[src/core/radio_test_status_map.svh]
// Register indices, field positions, reset values and state codes of the status bank
`ifndef RADIO_TEST_STATUS_MAP_SVH
`define RADIO_TEST_STATUS_MAP_SVH

// ----------------------------------------------------------------
// Register indices (byte address is four times the index)
// ----------------------------------------------------------------
`define IDX_CFG_A          6'h2D
`define IDX_CFG_B          6'h2E
`define IDX_PART           6'h30
`define IDX_REVISION       6'h31
`define IDX_OFFSET_EST     6'h32
`define IDX_CHECKSUM       6'h33
`define IDX_STRENGTH       6'h34
`define IDX_CTRL_STATE     6'h35
`define IDX_IRQ_STATUS     6'h38
`define IDX_IRQ_MASK       6'h39

// ----------------------------------------------------------------
// Reset and forced values
// ----------------------------------------------------------------
`define RST_CFG_A          8'h31
`define WAKE_CFG_A_HOLD    8'h35
`define RST_CFG_B          8'h0B
`define RST_IRQ_MASK       4'h0

// ----------------------------------------------------------------
// Field positions
// ----------------------------------------------------------------
`define BIT_OSC_SEL_CAL    1
`define BIT_CRC_MATCH      7
`define IRQ_CRC_MATCH      0
`define IRQ_RX_OVERFLOW    1
`define IRQ_TX_UNDERFLOW   2
`define IRQ_WAKE           3
`define IRQ_WIDTH          4

// ----------------------------------------------------------------
// Radio control state codes
// ----------------------------------------------------------------
`define ST_SLEEP           5'h00
`define ST_IDLE            5'h01
`define ST_CRYSTAL_OFF     5'h02
`define ST_RX_OVERFLOW     5'h11
`define ST_TX_UNDERFLOW    5'h16

`endif

[src/core/radio_test_status_pkg.sv]
// Types shared by the radio test and status register bank
package radio_test_status_pkg;

  // ----------------------------------------------------------------
  // Status values produced by the radio datapath
  // ----------------------------------------------------------------
  typedef struct packed {
    logic [4:0] ctrl_state;
    logic [7:0] offset_est;
    logic       ook_mode;
    logic [7:0] strength;
    logic       crc_done;
    logic       crc_match;
    logic       rx_enter;
    logic       wake;
    logic       hold_select;
  } radio_status_t;

  // ----------------------------------------------------------------
  // Analog configuration handed to the radio
  // ----------------------------------------------------------------
  typedef struct packed {
    logic [7:0] cfg_a;
    logic [7:0] cfg_b;
    logic       osc_select_cal_enable;
  } analog_cfg_t;

endpackage : radio_test_status_pkg

[src/core/radio_test_status_regs.sv]
// Wishbone register bank for analog test settings and radio status
//
// The implementer's own choice: register access over Wishbone.
`include "radio_test_status_map.svh"

module radio_test_status_regs
  import radio_test_status_pkg::*;
#(
  parameter logic [7:0] PART_CODE     = 8'h5A,  // Arbitrary value
  parameter logic [7:0] REVISION_CODE = 8'h13   // Arbitrary value
) (
  input  wire logic          CORE_CLK_I,
  input  wire logic          RESETN_I,
  input  wire logic          WB_CYC_I,
  input  wire logic          WB_STB_I,
  input  wire logic          WB_WE_I,
  input  wire logic [7:0]    WB_ADR_I,
  input  wire logic [3:0]    WB_SEL_I,
  input  wire logic [31:0]   WB_DAT_I,
  output logic      [31:0]   WB_DAT_O,
  output logic               WB_ACK_O,
  input  wire radio_status_t RADIO_STATUS_I,
  input  wire logic          CHIP_SELECT_LOW_N_I,
  output logic               WAKE_TO_IDLE_O,
  output analog_cfg_t        ANALOG_CFG_O,
  output logic               IRQ_O
);

  // ----------------------------------------------------------------
  // Helpers
  // ----------------------------------------------------------------
  function automatic logic is_dormant(input logic [4:0] code);
    is_dormant = (code == `ST_SLEEP) || (code == `ST_CRYSTAL_OFF);
  endfunction : is_dormant

  function automatic logic [31:0] byte_word(input logic [7:0] b);
    byte_word = {24'h00_0000, b};
  endfunction : byte_word

  // ----------------------------------------------------------------
  // Chip select synchroniser
  // ----------------------------------------------------------------
  logic cs_meta_q;
  logic cs_sync_q;

  always_ff @(posedge CORE_CLK_I) begin
    if (!RESETN_I) begin
      cs_meta_q <= 1'b1;
      cs_sync_q <= 1'b1;
    end else begin
      cs_meta_q <= CHIP_SELECT_LOW_N_I;
      cs_sync_q <= cs_meta_q;
    end
  end

  wire cs_active = !cs_sync_q;

  // ----------------------------------------------------------------
  // Bus decode
  // ----------------------------------------------------------------
  logic        ack_q;
  logic [31:0] dat_q;

  wire [5:0] index     = WB_ADR_I[7:2];
  wire       req       = WB_CYC_I && WB_STB_I;
  wire       commit    = req && ack_q;
  wire       wr_commit = commit && WB_WE_I && WB_SEL_I[0];
  wire       rd_commit = commit && !WB_WE_I;

  // Only writable registers decode a write strobe
  wire wr_cfg_a = wr_commit && (index == `IDX_CFG_A);
  wire wr_cfg_b = wr_commit && (index == `IDX_CFG_B);
  wire wr_mask  = wr_commit && (index == `IDX_IRQ_MASK);
  wire rd_irq   = rd_commit && (index == `IDX_IRQ_STATUS);

  always_ff @(posedge CORE_CLK_I) begin
    if (!RESETN_I) begin
      ack_q <= 1'b0;
    end else begin
      ack_q <= req && !ack_q;
    end
  end

  // ----------------------------------------------------------------
  // Analog test configuration
  // ----------------------------------------------------------------
  logic [7:0] cfg_a_q;
  logic [7:0] cfg_a_d;
  logic [7:0] analog_a_q;
  logic [7:0] analog_a_d;
  logic [7:0] cfg_b_q;
  logic [7:0] cfg_b_d;

  wire        wake     = RADIO_STATUS_I.wake;
  wire [7:0]  wake_val = RADIO_STATUS_I.hold_select ? `WAKE_CFG_A_HOLD : `RST_CFG_A;

  // Wake forcing wins over a write landing in the same cycle
  assign analog_a_d = wake     ? wake_val         :
                      wr_cfg_a ? WB_DAT_I[7:0]    :
                                 analog_a_q;

  // Host-visible copy hides the retention inversion
  assign cfg_a_d    = wake     ? `RST_CFG_A       :
                      wr_cfg_a ? WB_DAT_I[7:0]    :
                                 cfg_a_q;

  assign cfg_b_d    = wr_cfg_b ? WB_DAT_I[7:0] : cfg_b_q;

  always_ff @(posedge CORE_CLK_I) begin
    if (!RESETN_I) begin
      cfg_a_q    <= `RST_CFG_A;
      analog_a_q <= `RST_CFG_A;
      cfg_b_q    <= `RST_CFG_B;
    end else begin
      cfg_a_q    <= cfg_a_d;
      analog_a_q <= analog_a_d;
      cfg_b_q    <= cfg_b_d;
    end
  end

  // ----------------------------------------------------------------
  // Checksum result flag
  // ----------------------------------------------------------------
  logic crc_ok_q;
  logic crc_ok_d;

  wire crc_good = RADIO_STATUS_I.crc_done && RADIO_STATUS_I.crc_match;
  wire crc_bad  = RADIO_STATUS_I.crc_done && !RADIO_STATUS_I.crc_match;

  // A match in the same cycle as a receive restart is kept
  assign crc_ok_d = crc_good                              ? 1'b1 :
                    (RADIO_STATUS_I.rx_enter || crc_bad)  ? 1'b0 :
                                                            crc_ok_q;

  always_ff @(posedge CORE_CLK_I) begin
    if (!RESETN_I) begin
      crc_ok_q <= 1'b0;
    end else begin
      crc_ok_q <= crc_ok_d;
    end
  end

  // ----------------------------------------------------------------
  // Radio control state reporting
  // ----------------------------------------------------------------
  logic [4:0] state_prev_q;

  wire [4:0] raw_state = RADIO_STATUS_I.ctrl_state;

  // A read implies chip select, which has already woken the radio
  wire [4:0] shown_state = is_dormant(raw_state) ? `ST_IDLE : raw_state;

  wire enter_overflow  = (raw_state == `ST_RX_OVERFLOW)
                      && (state_prev_q != `ST_RX_OVERFLOW);
  wire enter_underflow = (raw_state == `ST_TX_UNDERFLOW)
                      && (state_prev_q != `ST_TX_UNDERFLOW);

  always_ff @(posedge CORE_CLK_I) begin
    if (!RESETN_I) begin
      state_prev_q <= `ST_SLEEP;
    end else begin
      state_prev_q <= raw_state;
    end
  end

  // Request to leave sleep or crystal-off while selected
  logic wake_req_q;

  always_ff @(posedge CORE_CLK_I) begin
    if (!RESETN_I) begin
      wake_req_q <= 1'b0;
    end else begin
      wake_req_q <= cs_active && is_dormant(raw_state);
    end
  end

  // ----------------------------------------------------------------
  // Interrupt status and mask
  // ----------------------------------------------------------------
  logic [`IRQ_WIDTH-1:0] irq_status_q;
  logic [`IRQ_WIDTH-1:0] irq_status_d;
  logic [`IRQ_WIDTH-1:0] irq_mask_q;
  logic [`IRQ_WIDTH-1:0] irq_mask_d;
  logic [`IRQ_WIDTH-1:0] irq_events;
  logic [`IRQ_WIDTH-1:0] irq_clear;
  logic                  irq_q;

  always_comb begin
    irq_events                    = '0;
    irq_events[`IRQ_CRC_MATCH]    = crc_good;
    irq_events[`IRQ_RX_OVERFLOW]  = enter_overflow;
    irq_events[`IRQ_TX_UNDERFLOW] = enter_underflow;
    irq_events[`IRQ_WAKE]         = wake;
  end

  // Clear only what the read returned, so later events survive
  assign irq_clear    = rd_irq ? dat_q[`IRQ_WIDTH-1:0] : '0;
  assign irq_status_d = (irq_status_q & ~irq_clear) | irq_events;
  assign irq_mask_d   = wr_mask ? WB_DAT_I[`IRQ_WIDTH-1:0] : irq_mask_q;

  always_ff @(posedge CORE_CLK_I) begin
    if (!RESETN_I) begin
      irq_status_q <= '0;
      irq_mask_q   <= `RST_IRQ_MASK;
      irq_q        <= 1'b0;
    end else begin
      irq_status_q <= irq_status_d;
      irq_mask_q   <= irq_mask_d;
      irq_q        <= |(irq_status_d & irq_mask_d);
    end
  end

  // ----------------------------------------------------------------
  // Read data selection
  // ----------------------------------------------------------------
  logic [31:0] rd_data;

  wire [7:0] offset_shown = RADIO_STATUS_I.ook_mode ? 8'h00 :
                            RADIO_STATUS_I.offset_est;
  wire [7:0] crc_byte     = {crc_ok_q, 7'h00};
  wire [7:0] state_byte   = {3'h0, shown_state};

  always_comb begin
    unique case (index)
      `IDX_CFG_A:      rd_data = byte_word(cfg_a_q);
      `IDX_CFG_B:      rd_data = byte_word(cfg_b_q);
      `IDX_PART:       rd_data = byte_word(PART_CODE);
      `IDX_REVISION:   rd_data = byte_word(REVISION_CODE);
      `IDX_OFFSET_EST: rd_data = byte_word(offset_shown);
      `IDX_CHECKSUM:   rd_data = byte_word(crc_byte);
      `IDX_STRENGTH:   rd_data = byte_word(RADIO_STATUS_I.strength);
      `IDX_CTRL_STATE: rd_data = byte_word(state_byte);
      `IDX_IRQ_STATUS: rd_data = {28'h000_0000, irq_status_q};
      `IDX_IRQ_MASK:   rd_data = {28'h000_0000, irq_mask_q};
      default:         rd_data = 32'h0000_0000;
    endcase
  end

  // Data is captured with the acknowledge and held while it stands
  always_ff @(posedge CORE_CLK_I) begin
    if (!RESETN_I) begin
      dat_q <= 32'h0000_0000;
    end else if (req && !ack_q) begin
      dat_q <= WB_WE_I ? 32'h0000_0000 : rd_data;
    end
  end

  // ----------------------------------------------------------------
  // Outputs
  // ----------------------------------------------------------------
  logic osc_sel_q;

  always_ff @(posedge CORE_CLK_I) begin
    if (!RESETN_I) begin
      osc_sel_q <= 1'b1;
    end else begin
      osc_sel_q <= cfg_b_d[`BIT_OSC_SEL_CAL];
    end
  end

  assign WB_ACK_O                           = ack_q;
  assign WB_DAT_O                           = dat_q;
  assign IRQ_O                              = irq_q;
  assign WAKE_TO_IDLE_O                     = wake_req_q;
  assign ANALOG_CFG_O.cfg_a                 = analog_a_q;
  assign ANALOG_CFG_O.cfg_b                 = cfg_b_q;
  assign ANALOG_CFG_O.osc_select_cal_enable = osc_sel_q;

endmodule : radio_test_status_regs

[config.mk]
export PLATFORM = sky130hd
export DESIGN_NAME = radio_test_status_regs
export DESIGN_NICKNAME = d
export VERILOG_FILES = /design/src/core/radio_test_status_pkg.sv /design/src/core/radio_test_status_regs.sv
export VERILOG_INCLUDE_DIRS = /design/src /design/src/core
export SDC_FILE = /design/constraint.sdc
export NUM_CORES = 1
export LEC_CHECK = 0
export ABC_AREA = 1
export CAP_MARGIN = 20
export CORE_MARGIN = 2
export CORE_UTILIZATION = 50
export DETAILED_ROUTE_END_ITERATION = 12
export DONT_BUFFER_PORTS = 1
export RECOVER_POWER = 100
export SYNTH_ARGS = -nofsm -noshare
export SYNTH_HDL_FRONTEND = slang
export SYNTH_SLANG_ARGS = --single-unit
[constraint.sdc]
create_clock -name CORE_CLK_I -period 1.7 [get_ports CORE_CLK_I]
set_clock_uncertainty 0.15 [all_clocks]
set_input_delay 0.34 -clock CORE_CLK_I [delete_from_list [all_inputs] [get_ports CORE_CLK_I]]
set_output_delay 0.34 -clock CORE_CLK_I [all_outputs]
set_load 0.02 [all_outputs]
==> impl_metrics.csv <==
group,metric,value,unit
power_and_ir_drop,leakage,0.00133,µW
cells_and_area,final_core_util,0.557,
power_and_ir_drop,p_seq_frac,0.574,
critical_path,worst_path_max_delay_cell,"clkbuf_1",
floorplan,initial_core_util,0.517,
critical_path,slowest_delay,0.42,ns
power_and_ir_drop,p_per_area,753,mW/mm²
power_and_ir_drop,p_sw_frac,0.271,
global_route,grt.busiest_layer,"met2",
timing,maxSlewHeadroom,0.659,
floorplan,dieWidth,76.7,µm
critical_path,critPathTopFamily,"buffers and inverters",
placed_design,dpl_worst_slack,0.00927,ns
run,drv_cap,0,
global_route,use_met1,0.299,
timing,hold_violations,0,
routing,first_pass_iters,4,
routing,vias,2396,
global_route,overflow,0,
routing,wl_per_cell,13.8,µm
routing,drt-total-wl,6710,µm
global_route,first_global_vias,2236,
routing,drt_iter0_markers,152,
clock_network,cts_buffers,5,
outcome,status,"finished clean",
logic_synthesis,synth_cell_types,30,
floorplan,rows,26,
critical_path,reg2reg_setup_slack,0.14,ns
routing,ant_nets,0,
global_route,met3_usage,0.0565,
critical_path,crit_path_end_kind,"output port",
hold_path,hold_path_class,"in -> reg",
critical_path,start_kind,"flip-flop",
logic_synthesis,postSynthCellCount,398,
power_and_ir_drop,p_clk_frac,0.331,
critical_path,crit_required,1.21,ns
placed_design,place.gp.congestion,0.885,
clock_network,clockRootBuffer,"clkbuf_8",
clock_network,path_clk_slew,0.09,ns
global_route,grt_pass1_wl,10800,µm
cells_and_area,final_cell_mix,"nand2_1, dfxtp_1, inv_1",
timing,fmax,639,MHz
clock_network,clkSinkCount,51,
logic_synthesis,ys_seq_elements,51,
logic_synthesis,avgSynthCellArea,6.63,µm²
clock_network,cts_buffer_depth,2,
placed_design,place_inst,470,
cells_and_area,stdcell_count,487,
floorplan,die_area,0.00588,mm²
routing,drc,0,
clock_network,htree_levels,2,
critical_path,cp_cell_sequence,"clkbuf_1",
clock_network,clock_latency,0.30,ns
timing,rsz0062_at_grt,"false",
power_and_ir_drop,p_int,1560,µW
critical_path,critPathBufInv,1,
global_route,grtUsageTotal,0.232,
logic_synthesis,ys_warn_count,0,
cells_and_area,antennaDiodeCount,0,
clock_network,cts_tree,"yes",
cells_and_area,layout_commonest_cell,"nand2_1",
critical_path,worstSetupPathType,"reg -> out",
global_route,antenna_found_initial,0,
placed_design,detailed_place_hpwl,5140,µm
timing,timing.final.crit_share,0.921,
timing,finalSetupTns,0,ns
power_and_ir_drop,peakVddDrop,0.576,mV
power_and_ir_drop,p_switching,581,µW
logic_synthesis,seq_area_frac_synth,0.387,
timing,worst_slew_pin_slew,0.511,ns
cells_and_area,syn2layout_area_growth,7.68,%
global_route,use_met2,0.387,
cells_and_area,fin_nets,493,
timing,setup_viol,0,
global_route,grt_max_degree,23,
placed_design,io_buffers,0,
floorplan,core-area,0.00511,mm²
critical_path,cp_max_fo,3,
floorplan,ios,129,
critical_path,worstPathArrival,1.07,ns
timing,drv_slew,0,
logic_synthesis,syn-cell-area,0.00264,mm²
power_and_ir_drop,combPwrFrac,0.095,
cells_and_area,drive_gt1_frac,0.0935,
routing,avgViaCountPerCell,4.92,
timing,period_needed,1.56,ns
timing,setup_ws,0.135,ns
floorplan,die_h,76.7,µm
timing,holdWs,0.00991,ns
## state kept, by name (all words and copies together) (netlist names)
name,flops
IRQ_O,1
crc_ok_q,1
cs_meta_q,1
cfg_b_q,8
irq_mask_q,4
WAKE_TO_IDLE_O,1
cfg_a_q,8
WB_ACK_O,1
analog_a_q,8
WB_DAT_O,8
cs_sync_q,1
state_prev_q,5
irq_status_q,4
## logic make-up (layout without fill, tap and decap cells)
logic type	Yosys count	in the layout	synth area share
other	1	24	0.00142
AO/OA/AOI/OAI	49	49	0.100
buffers and inverters	81	77	0.153
flip-flops	51	51	0.387
AND/OR/NAND/NOR	216	216	0.358
## worst paths after layout
check | to | cells past startpoint | startpoint
worst min register to register | WAKE_TO_IDLE_O | 1 | cs_sync_q
worst min-delay path | cfg_b_q[7] | 2 | RESETN_I
worst max-delay path | ANALOG_CFG_O[2] | 1 | cfg_b_q[1]
worst max register to register | cfg_b_q[6] | 7 | WB_ACK_O
## power by group through the flow
stage	combinational, µW	sequential, µW	clock (µW)
after floorplan	192	1260	0
after global routing	226	1230	770
after CTS	202	1230	718
after global placement	182	1260	0
after detailed placement	183	1260	0
final	203	1230	710
## routing by layer
layer | vias up | wire [µm]
met4 | 0 | 87
met5 | - | 0
met2 | 92 | 3120
met1 | 1060 | 3000
li1 | 1235 | -
met3 | 9 | 502
## cells in the mapped netlist (all sizes together)
master   instances  area (µm²)
o211ai           3        22.5
buf             27         200
inv             48         180
nand4            7        50.1
a21boi           1        7.51
clkbuf           4        15.0
o2111ai          1        8.76
o21ai           14        70.1
a21oi           28         140
or3b             1        8.76
conb             1        3.75
o22ai            1        6.26
nand3           27         140
or2              2        12.5
o211a            1        10.0
nor2            43         211
clkinv           2        8.75
nand3b           1        7.51
nor3             3        15.0
dfxtp           51        1020
nand2          132         500
## cell type report
type | count | area, µm²
clock inverter | 3 | 18.8
tap | 70 | 87.6
sequential | 51 | 1020
inverter | 50 | 189
clock buffer | 5 | 68.8
fill | 536 | 2260
timing repair buffer | 19 | 154
multi-input combinational | 289 | 1300
## repair_timing
action / in CTS / in global routing
buffers inserted: 0 / 0
endpoints found under the setup margin: 0 / 1
endpoints found under the hold margin: 10 / 0
resized for setup: 0 / 1
hold buffers: 9 / 0
## metrics by stage
step           power (µW)  instance area [µm²]
2_1_floorplan        1450                 2730
3_3_place_gp         1440                 2670
3_5_place_dp         1440                 2670
4_1_cts              2150                 2850
5_1_grt              2230                 2840
6_report             2140                 2840
Note: power is estimated with default switching activity, not from simulation.
